**src/verilog/siwc_pkg.sv**
```systemverilog
// What this block does
// - power-save instruction enters Sleep or Idle only
// - Sleep stops processor, peripheral clocks and oscillator
// - no clock monitor in Sleep; RC runs for watchdog
// - brown-out and low-voltage detector keep running
// - interrupt, reset or watchdog time-out ends Sleep
// - wake restarts pre-Sleep clock or system clock
// - power-on/brown-out wake takes configured oscillator
// - crystal wake waits for start-up timer
// - PLL wake waits lock, then full delays
// - fast clock sources wake after power-on delay
// - kept low-power crystal wakes after power-on delay
// - watchdog in Sleep wakes and sets flag
package siwc_pkg;
	// timing
	localparam int CLK_NS = 100;
	localparam int POR_NS = 10000;
	localparam int LOCK_NS = 20000;
	localparam int POWERUP_TIMER_NS = 100000;
	localparam int TMR_W = 16;
	localparam logic [TMR_W-1:0] POR_CYC = TMR_W'((POR_NS + CLK_NS - 1) / CLK_NS);
	localparam logic [TMR_W-1:0] LOCK_CYC = TMR_W'((LOCK_NS + CLK_NS - 1) / CLK_NS);
	localparam logic [TMR_W-1:0] POWERUP_TIMER_CYC = TMR_W'((POWERUP_TIMER_NS + CLK_NS - 1) / CLK_NS);
	localparam logic [TMR_W-1:0] OST_CYC = 16'h0400;
	localparam logic [TMR_W-1:0] FULL_CYC = POR_CYC + LOCK_CYC + POWERUP_TIMER_CYC;

	// bus map
	localparam logic [31:0] CTRL_ADDR = 32'h0000_0000;
	localparam logic [31:0] STAT_ADDR = 32'h0000_0004;
	localparam logic [1:0] HTRANS_NONSEQ = 2'h2;

	typedef enum logic [2:0] {
		OSC_EC = 3'h0,
		OSC_FRC = 3'h1,
		OSC_LOW_POWER_RC_CLOCK = 3'h2,
		OSC_ERC = 3'h3,
		OSC_LP = 3'h4,
		OSC_XT = 3'h5,
		OSC_XT_PLL = 3'h6,
		OSC_PRI = 3'h7
	} siwc_osc_e;

	// gray along run, sleep, ost, lock, delay
	typedef enum logic [2:0] {
		ST_RUN = 3'h0,
		ST_SLEEP = 3'h1,
		ST_OST = 3'h3,
		ST_LOCK = 3'h2,
		ST_DLY = 3'h6,
		ST_IDLE = 3'h4
	} siwc_state_e;

	typedef struct packed {
		logic wdt;
		logic por;
		logic bor;
		logic master_clear_pin;
		logic irq;
	} siwc_wake_s;

	typedef struct packed {
		logic [22:0] rsvd;
		logic lp_keep;
		logic clock_fail_monitor_en;
		logic lvd_en;
		logic bor_en;
		logic wdt_en;
		siwc_osc_e new_osc_sel;
		logic clk_switch_en;
	} siwc_ctrl_s;

	typedef struct packed {
		logic [18:0] rsvd;
		siwc_wake_s flags;
		logic rsvd7;
		logic pll_locked;
		siwc_osc_e cur_osc;
		siwc_state_e state;
	} siwc_stat_s;

	typedef struct packed {
		logic cpu_clk_en;
		logic periph_clk_en;
		logic osc_en;
		logic pll_en;
		logic low_power_rc_clock_en;
		logic clock_fail_monitor_on;
		logic bor_on;
		logic lvd_on;
		logic wdt_on;
		logic wdt_reset_req;
	} siwc_clk_s;

	localparam siwc_ctrl_s CTRL_RST = '{default: '0, new_osc_sel: OSC_FRC};

	function automatic siwc_osc_e osc_from_cfg(input logic [2:0] fam, input logic [4:0] pri);
		osc_from_cfg = (fam == OSC_PRI) ? siwc_osc_e'(3'(pri)) : siwc_osc_e'(fam);
	endfunction : osc_from_cfg

	function automatic logic is_crystal(input siwc_osc_e osc);
		is_crystal = (osc == OSC_LP) || (osc == OSC_XT) || (osc == OSC_XT_PLL);
	endfunction : is_crystal
endpackage : siwc_pkg

```
**src/verilog/siwc_timer.sv**
```systemverilog
`timescale 1ns/1ps
module siwc_timer
	import siwc_pkg::*;
(
	// clock and reset
	input wire logic hclk,
	input wire logic hresetn,
	// control
	input wire logic load,
	input wire logic [TMR_W-1:0] load_val,
	// status
	output logic busy,
	output logic done
);
	logic [TMR_W-1:0] cnt_reg, cnt_next;
	logic busy_reg, busy_next;

	// done pulses in the last counted cycle, so a load of n ends after n cycles
	assign done = busy_reg && (cnt_reg == TMR_W'(1));
	assign busy = busy_reg;

	always_comb begin
		cnt_next = cnt_reg;
		busy_next = busy_reg;
		if (load) begin
			cnt_next = load_val;
			busy_next = 1'b1;
		end else if (busy_reg) begin
			cnt_next = cnt_reg - TMR_W'(1);
			busy_next = !done;
		end
	end

	always_ff @(posedge hclk or negedge hresetn) begin
		if (!hresetn) begin
			cnt_reg <= '0;
			busy_reg <= 1'b0;
		end else begin
			cnt_reg <= cnt_next;
			busy_reg <= busy_next;
		end
	end
endmodule : siwc_timer

```
**src/verilog/siwc_top.sv**
```systemverilog
`timescale 1ns/1ps
module siwc_top
	import siwc_pkg::*;
(
	// clock and reset
	input wire logic hclk,
	input wire logic hresetn,
	// ahb-lite slave
	input wire logic hsel,
	input wire logic [31:0] haddr,
	input wire logic [1:0] htrans,
	input wire logic hwrite,
	input wire logic [2:0] hsize,
	input wire logic [31:0] hwdata,
	input wire logic hready,
	output logic [31:0] hrdata,
	output logic hreadyout,
	output logic hresp,
	// processor core
	input wire logic power_save_instruction,
	input wire logic power_save_sleep_sel,
	// wake sources and clock generator status
	input wire siwc_wake_s wake_src,
	input wire logic pll_locked,
	input wire logic [2:0] osc_family_config,
	input wire logic [4:0] primary_osc_config,
	// clock controls
	output siwc_clk_s clk_ctl,
	output siwc_osc_e current_osc_select
);
	// bus group
	logic wr_pend_reg, wr_pend_next;
	logic [31:0] addr_reg, addr_next;
	logic [31:0] rdata_reg, rdata_next;
	siwc_ctrl_s ctrl_reg, ctrl_next;
	siwc_wake_s flags_reg, flags_next;
	siwc_wake_s flag_set, flag_clr;
	logic addr_ok;
	siwc_stat_s stat_view;

	// sequencer group
	siwc_state_e state_reg, state_next;
	siwc_osc_e cur_osc_reg, cur_osc_next, wake_osc;
	logic init_done_reg;
	siwc_clk_s clk_reg, clk_next;
	logic wdt_req;
	logic any_wake;
	logic tmr_load, tmr_done;
	logic [TMR_W-1:0] tmr_val;

	assign hreadyout = 1'b1;
	assign hresp = 1'b0;
	assign hrdata = rdata_reg;
	assign clk_ctl = clk_reg;
	assign current_osc_select = cur_osc_reg;
	// only whole-word singles are expected; narrower sizes act on the whole word
	assign addr_ok = hsel && hready && (htrans == HTRANS_NONSEQ);
	assign any_wake = |wake_src;

	always_comb begin
		wr_pend_next = addr_ok && hwrite;
		addr_next = addr_ok ? haddr : addr_reg;
		ctrl_next = ctrl_reg;
		flag_clr = '0;
		if (wr_pend_reg && addr_reg == CTRL_ADDR) begin
			ctrl_next = siwc_ctrl_s'(hwdata);
			ctrl_next.rsvd = '0;
		end
		if (wr_pend_reg && addr_reg == STAT_ADDR) begin
			flag_clr = siwc_wake_s'(hwdata[12:8]);
		end
		flags_next = (flags_reg & ~flag_clr) | flag_set;
		stat_view = '0;
		stat_view.flags = flags_next;
		stat_view.pll_locked = pll_locked;
		stat_view.cur_osc = cur_osc_reg;
		stat_view.state = state_reg;
		rdata_next = rdata_reg;
		// read values include a write finishing in this same cycle
		if (addr_ok && !hwrite) begin
			if (haddr == CTRL_ADDR) begin
				rdata_next = ctrl_next;
			end else if (haddr == STAT_ADDR) begin
				rdata_next = stat_view;
			end else begin
				rdata_next = '0;
			end
		end
	end

	always_ff @(posedge hclk or negedge hresetn) begin
		if (!hresetn) begin
			wr_pend_reg <= 1'b0;
			addr_reg <= '0;
			rdata_reg <= '0;
			ctrl_reg <= CTRL_RST;
			flags_reg <= '0;
		end else begin
			wr_pend_reg <= wr_pend_next;
			addr_reg <= addr_next;
			rdata_reg <= rdata_next;
			ctrl_reg <= ctrl_next;
			flags_reg <= flags_next;
		end
	end

	siwc_timer u_timer (
		.hclk(hclk),
		.hresetn(hresetn),
		.load(tmr_load),
		.load_val(tmr_val),
		.busy(),
		.done(tmr_done)
	);

	always_comb begin
		state_next = state_reg;
		cur_osc_next = cur_osc_reg;
		tmr_load = 1'b0;
		tmr_val = POR_CYC;
		flag_set = '0;
		wdt_req = 1'b0;
		if (wake_src.por || wake_src.bor || !ctrl_reg.clk_switch_en) begin
			wake_osc = osc_from_cfg(osc_family_config, primary_osc_config);
		end else begin
			wake_osc = cur_osc_reg;
		end
		// configuration is caught one edge after reset release
		if (!init_done_reg) begin
			cur_osc_next = osc_from_cfg(osc_family_config, primary_osc_config);
		end
		case (state_reg)
			ST_RUN: begin
				if (init_done_reg && ctrl_reg.clk_switch_en) begin
					cur_osc_next = ctrl_reg.new_osc_sel;
				end
				wdt_req = wake_src.wdt;
				if (power_save_instruction) begin
					state_next = power_save_sleep_sel ? ST_SLEEP : ST_IDLE;
				end
			end
			ST_IDLE: begin
				wdt_req = wake_src.wdt;
				if (any_wake) begin
					flag_set = wake_src;
					state_next = ST_RUN;
				end
			end
			ST_SLEEP: begin
				if (any_wake) begin
					flag_set = wake_src;
					cur_osc_next = wake_osc;
					tmr_load = 1'b1;
					if (ctrl_reg.lp_keep && cur_osc_reg == OSC_LP && wake_osc == OSC_LP) begin
						state_next = ST_DLY;
					end else if (!is_crystal(wake_osc)) begin
						state_next = ST_DLY;
					end else begin
						tmr_val = OST_CYC;
						state_next = ST_OST;
					end
				end
			end
			ST_OST: begin
				if (tmr_done) begin
					if (cur_osc_reg == OSC_XT_PLL) begin
						state_next = ST_LOCK;
					end else begin
						tmr_load = 1'b1;
						tmr_val = FULL_CYC;
						state_next = ST_DLY;
					end
				end
			end
			ST_LOCK: begin
				if (pll_locked) begin
					tmr_load = 1'b1;
					tmr_val = FULL_CYC;
					state_next = ST_DLY;
				end
			end
			ST_DLY: begin
				if (tmr_done) begin
					state_next = ST_RUN;
				end
			end
			default: begin
				state_next = ST_RUN;
			end
		endcase
		clk_next.cpu_clk_en = (state_next == ST_RUN);
		clk_next.periph_clk_en = (state_next == ST_RUN) || (state_next == ST_IDLE);
		// sleep shuts the oscillator unless a low-power crystal is kept
		clk_next.osc_en = (state_next != ST_SLEEP) || (ctrl_reg.lp_keep && cur_osc_next == OSC_LP);
		clk_next.pll_en = (cur_osc_next == OSC_XT_PLL) && (state_next != ST_SLEEP);
		// rc clock stays for the watchdog
		clk_next.low_power_rc_clock_en = ctrl_reg.wdt_en || (cur_osc_next == OSC_LOW_POWER_RC_CLOCK && state_next != ST_SLEEP);
		clk_next.clock_fail_monitor_on = ctrl_reg.clock_fail_monitor_en && clk_next.periph_clk_en;
		clk_next.bor_on = ctrl_reg.bor_en;
		clk_next.lvd_on = ctrl_reg.lvd_en;
		clk_next.wdt_on = ctrl_reg.wdt_en;
		clk_next.wdt_reset_req = wdt_req;
	end

	always_ff @(posedge hclk or negedge hresetn) begin
		if (!hresetn) begin
			state_reg <= ST_RUN;
			cur_osc_reg <= OSC_FRC;
			init_done_reg <= 1'b0;
			clk_reg <= '0;
		end else begin
			state_reg <= state_next;
			cur_osc_reg <= cur_osc_next;
			init_done_reg <= 1'b1;
			clk_reg <= clk_next;
		end
	end

	localparam int FAST_WAKE_CYC = int'(POR_CYC) + 1;
endmodule : siwc_top
```
**config.mk**
```make
export PLATFORM = sky130hd
export DESIGN_NAME = siwc_top
export DESIGN_NICKNAME = d
export VERILOG_FILES = /design/src/verilog/siwc_pkg.sv /design/src/verilog/siwc_timer.sv /design/src/verilog/siwc_top.sv
export SDC_FILE = /design/constraint.sdc
export NUM_CORES = 1
export LEC_CHECK = 0
export ABC_CLOCK_PERIOD_IN_PS = 2000
export BUFFER_PORTS_ARGS = -buffer_cell sky130_fd_sc_hd__buf_2
export CORE_MARGIN = 2
export CORE_UTILIZATION = 42
export DETAILED_ROUTE_END_ITERATION = 12
export PLACE_DENSITY_LB_ADDON = 0.3
export RECOVER_POWER = 100
export SLEW_MARGIN = 20
export SYNTH_ARGS = -nofsm -noshare
export SYNTH_HDL_FRONTEND = slang
export SYNTH_SLANG_ARGS = --single-unit
export TNS_END_PERCENT = 30
```
**constraint.sdc**
```tcl
create_clock -name hclk -period 2 [get_ports hclk]
set_input_delay 0 -clock hclk [delete_from_list [all_inputs] [get_ports hclk]]
set_output_delay 0 -clock hclk [all_outputs]
set_load 0.01 [all_outputs]
```
# Word-level counts from Yosys, hierarchy flattened
# Cells that the tools add are included.
totals:
  register_bits: 136
  latch_bits: 0
  mem_bits_rw: 0
  rom_bits: 0
  inputBits: 90
  out_inout_bits: 47
  word_cells: 127
  n_memories: 0
classes:
  add_sub_neg: 1
  n_mul: 0
  div_mod_pow: 0
  magnitude_cmp: 0
  n_eq_ne: 20
  shifts: 0
  n_mux: 40
  bitwise_logic: 3
  n_reduce_logical: 32
ops:
  columns: ["cell", "n"]
  rows:
  - ["$mux 11", 6]
  - ["$eq 32x3->1 const B", 2]
  - ["$logic_not 32->1", 2]
  - ["$mux 32", 2]
  - ["$mux 3", 15]
  - ["$eq 3x3->1 const B", 11]
  - ["$pmux 11 s3", 1]
  - ["$mux 16", 2]
  - ["$pmux 3 s6", 1]
  - ["$eq 16x1->1 const B", 1]
  - ["$sub 16x1->16 const B", 1]
  - ["$mux 5", 3]
  - ["$logic_and 1x1->1", 14]
  - ["$mux 13", 1]
  - ["$eq 3x2->1 const B", 3]
  - ["$logic_or 1x1->1", 7]
  - ["$mux 1", 7]
  - ["$logic_not 3->1", 2]
  - ["$pmux 3 s2", 1]
  - ["$and 5x5->5", 1]
  - ["$not 5->5", 1]
  - ["$or 5x5->5", 1]
  - ["$reduce_or 5->1", 1]
  - ["$reduce_or 2->1", 2]
  - ["other kinds (6)", 8]

# Logic depth before layout (Yosys ltp)
depth:
  ltp_word: 13
  ltp_mapped: 8
  depth_no_buf: 8

# Modules after synthesis
# Synthesis repeated with hierarchy kept, for this count alone.
hier_totals:
  cells_unflattened: 495
  hier_area_um2: 5993.2
by_module_without_submodules:
  columns: ["module", "n_inst", "cells_each", "area_each_um2", "seq_area_each_um2"]
  rows:
  - ["siwc_top", 1, 388, 5009.8, 2980.4]
  - ["siwc_timer", 1, 107, 983.4, 425.4]

# Least setup slack after synthesis
# No wires, ideal clock.
synth_timing:
  kind: "register to register"
  startpoint: "register addr_reg[24]"
  endpoint: "register rdata_reg[7] (netlist: hrdata[7])"
  setup_ps: 121
  arrival_time_ps: 1969
  required_time_ps: 1879
  setup_slack_ps: -90
  stages_incl_launch_ff: 8
  path_buffers: 1
  period_less_slack_ps: 2090
  cell_sequence: "dfrtp_1 -> nor4b_1 -> nand2_1 -> nor4_4 -> nor2b_1 -> buf_4 -> mux2_1 -> a22o_1"
synth_rtl:
  columns: ["element", "line", "rtl"]
  rows:
  - ["start: declaration", "siwc_top.sv:33", "logic [31:0] addr_reg, addr_next;"]
  - ["start signal: assignment", "siwc_top.sv:100", "addr_reg <= addr_next;"]
  - ["end signal: assignment", "siwc_top.sv:101", "rdata_reg <= rdata_next;"]
  - ["end: declaration", "siwc_top.sv:34", "logic [31:0] rdata_reg, rdata_next;"]

==> impl_metrics.json <==
{
  "cts-htree-levels": 4,
  "core_area_mm2": 0.01383,
  "drive_gt1_share_pct": 38.86,
  "grt_pass1_vias": 4813,
  "synthArstFlopShare_pct": 100.0,
  "finalHoldViolations": 0,
  "crit_fanout": 5,
  "firstDrtPassIters": 4,
  "rsz0062_at_grt": "yes",
  "dpl.hpwl_um": 9738,
  "wl_per_cell_um": 17.03,
  "worst_ep_required_time_ns": 2.30,
  "initial_core_util_pct": 42.72,
  "pin_count": 137,
  "synth_ff_type": "dfrtp_1",
  "area_delta_synth_final_pct": 37.98,
  "p_total_w": 0.007507,
  "tritoncts": "built",
  "p_leak_nw": 3.982,
  "synth.distinct_cells": 71,
  "drv_cap": 0,
  "fin_skew_ns": 0.006758,
  "dp.cells": 780,
  "final_common_cell": "dfrtp_1",
  "path_cells": "nor4_2 > nand2_1 > nor4_4 > nor2b_4 > buf_6 > mux2_4 > a21o_1",
  "critPathBufInv": 1,
  "crit_family": "simple AND/OR/NAND/NOR gates",
  "grt_remaining_overflow": 0,
  "p_per_area_mw_per_mm2": 921.1,
  "syn-cell-area_mm2": 0.005907,
  "crit_path_start_kind": "register",
  "final_cell_count_no_fill": 867,
  "layout_common_cells": "dfrtp_1 (134), buf_2 (109), dlygate4sd3_1 (52)",
  "cp_slowest_cell": "dfrtp_1",
  "violations": "setup timing",
  "end_kind": "register",
  "seq_area_mm2": 0.003406,
  "crit_arrival_ns": 2.47,
  "die-area_mm2": 0.01503,
  "die_w_um": 122.6,
  "clock_sinks": 136,
  "multi_input_area_mm2": 0.002464,
  "vias": 4499,
  "synth_area_per_cell_um2": 12.49,
  "worstMarginPinSlew_ns": 1.390,
  "fin_crit_sh_pct": 108.5,
  "max_stage_delay_ns": 0.39,
  "fmaxAchievable_mhz": 460.9,
  "max-vdd-ir-drop_v": 0.0007174,
  "root_buffer": "clkbuf_16",
  "remaining_drc_errors": 0,
  "synth_edf_count": 0,
  "yosysSeqAreaShare_pct": 57.66,
  "outcome": "complete, but fails checks",
  "postSynthCellCount": 473,
  "wl_um": 14770,
  "clkTransAtPathRegs_ns": 0.06,
  "drt_iter0_markers": 267,
  "ys_ff_latch": 136,
  "numPortBuffers": 110,
  "yosysWarnings": 0,
  "insertion_delay_ns": 0.42,
  "slew_headroom_pct": 7.330,
  "setup_viol": 38,
  "final_util_pct": 58.94,
  "num_rows": 43,
  "antenna_left": 0,
  "setup_ws_ns": -0.1697,
  "critPathKind": "reg2reg",
  "antenna_found_initial": 0,
  "hold_class": "in2reg",
  "cts-buffers-inserted": 17,
  "grt_first_pass_wirelength_um": 24360,
  "die_h_um": 122.6,
  "min_period_ns": 2.170,
  "finalNetCount": 766,
  "track_usage_pct": 21.31,
  "n_fill_cell": 1153,
  "gp_congestion": 0.8669,
  "grt_max_degree": 57,
  "cts_buffer_depth": 2,
  "vias_per_cell": 5.189,
  "antenna_cells": 0,
  "slew_viol_final": 0
}
-- worst reg2reg max path, stage by stage (launching register included) --
cell     delay, ns
dfrtp_1       0.39
nor4_2        0.30
nand2_1       0.16
nor4_4        0.34
nor2b_4       0.24
buf_6         0.15
mux2_4        0.31
a21o_1        0.16
-- final cells by class --
class                           instances  area share, %
Clock buffer                           18          5.388
Clock inverter                         14          1.827
Inverter                               12         0.5527
Multi-Input combinational cell        303          30.23
Sequential cell                       136          41.79
Tap cell                              180          2.763
Timing Repair Buffer                  204          17.45
-- cell usage after synthesis (all sizes together) (10+ instances only) --
library cell | count | area, um^2
a22o | 24 | 211.5
buf | 15 | 116.4
nand2 | 23 | 86.33
a32o | 11 | 110.1
and2 | 28 | 175.2
inv | 12 | 45.04
a21o | 13 | 98.85
o21ai | 10 | 50.05
dfrtp | 134 | 3353
a21oi | 10 | 53.80
nor2 | 21 | 78.83
nor4 | 21 | 161.4
mux2 | 41 | 461.7
-- kinds of logic (layout without fill, tap and decap cells) --
| kind of cell | count (synthesis) | after routing | synth area share [%] |
|---|---|---|---|
| AO/OA/AOI/OAI | 94 | 94 | 13.26 |
| XOR/XNOR | 12 | 12 | 1.779 |
| adder cells (fa/ha/maj) | 2 | 2 | 0.4236 |
| buffers and inverters | 35 | 248 | 3.241 |
| flip-flops | 136 | 136 | 57.66 |
| multiplexers | 42 | 42 | 7.986 |
| other | 2 | 3 | 0.1271 |
| AND/OR/NAND/NOR | 150 | 150 | 15.53 |
-- report_power, final --
part	total (W)	switching, W	leakage [nW]	internal [W]
combinational	0.00117	0.000510	1.93	0.000658
clock	0.00308	0.00121	0.279	0.00187
sequential	0.00326	0.000238	1.77	0.00302
-- path summary, 6_finish.rpt --
| check | slack (ns) | start | depth (start not counted) | end |
|---|---|---|---|---|
| setup / recovery | -0.17 | addr_reg[19] | 7 | hrdata[0] |
| hold / removal | 0.08 | wake_src[0] | 3 | flags_reg[0] |
| setup reg to reg | -0.17 | addr_reg[19] | 7 | hrdata[0] |
| hold reg to reg | 0.39 | clk_next[2] | 0 | clk_ctl[2] |
| max in group asynchronous | 0.52 | hresetn | 3 | addr_reg[7] |
| min in group asynchronous | 0.43 | hresetn | 2 | clk_ctl[5] |
-- per-stage QoR --
| stage | area (um^2) | TNS [ns] | hold slack (ns) | setup slack (ns) |
|---|---|---|---|---|
| after floorplan | 5914 | -0.4221 | -0.2956 | -0.05330 |
| after global placement | 6868 | -1.395 | -0.02811 | -0.1504 |
| after detailed placement | 6868 | -2.755 | -0.01534 | -0.2030 |
| after CTS | 8084 | -2.659 | 0.02610 | -0.1078 |
| after global routing | 8150 | -9.930 | 0.1041 | -0.2902 |
| final | 8150 | -4.334 | 0.08083 | -0.1697 |
-- layer usage --
layer | up-vias | routed length, um | GRT usage (%)
met4 | 0 | 182 | 7.112
met3 | 17 | 710 | 5.901
met1 | 2239 | 6355 | 26.97
met5 | - | 0 | 0
li1 | 2131 | - | -
met2 | 112 | 7519 | 35.38
-- timing repair --
action | CTS | global route
hold endpoints to repair | 167 | 0
hold buffers | 52 | 0
pin swaps | 6 | 7
setup endpoints to repair | 44 | 70
resized for setup | 21 | 15
buffers inserted | 1 | 1
gates cloned | 1 | 0
Note: power is estimated with default switching activity, not from simulation.
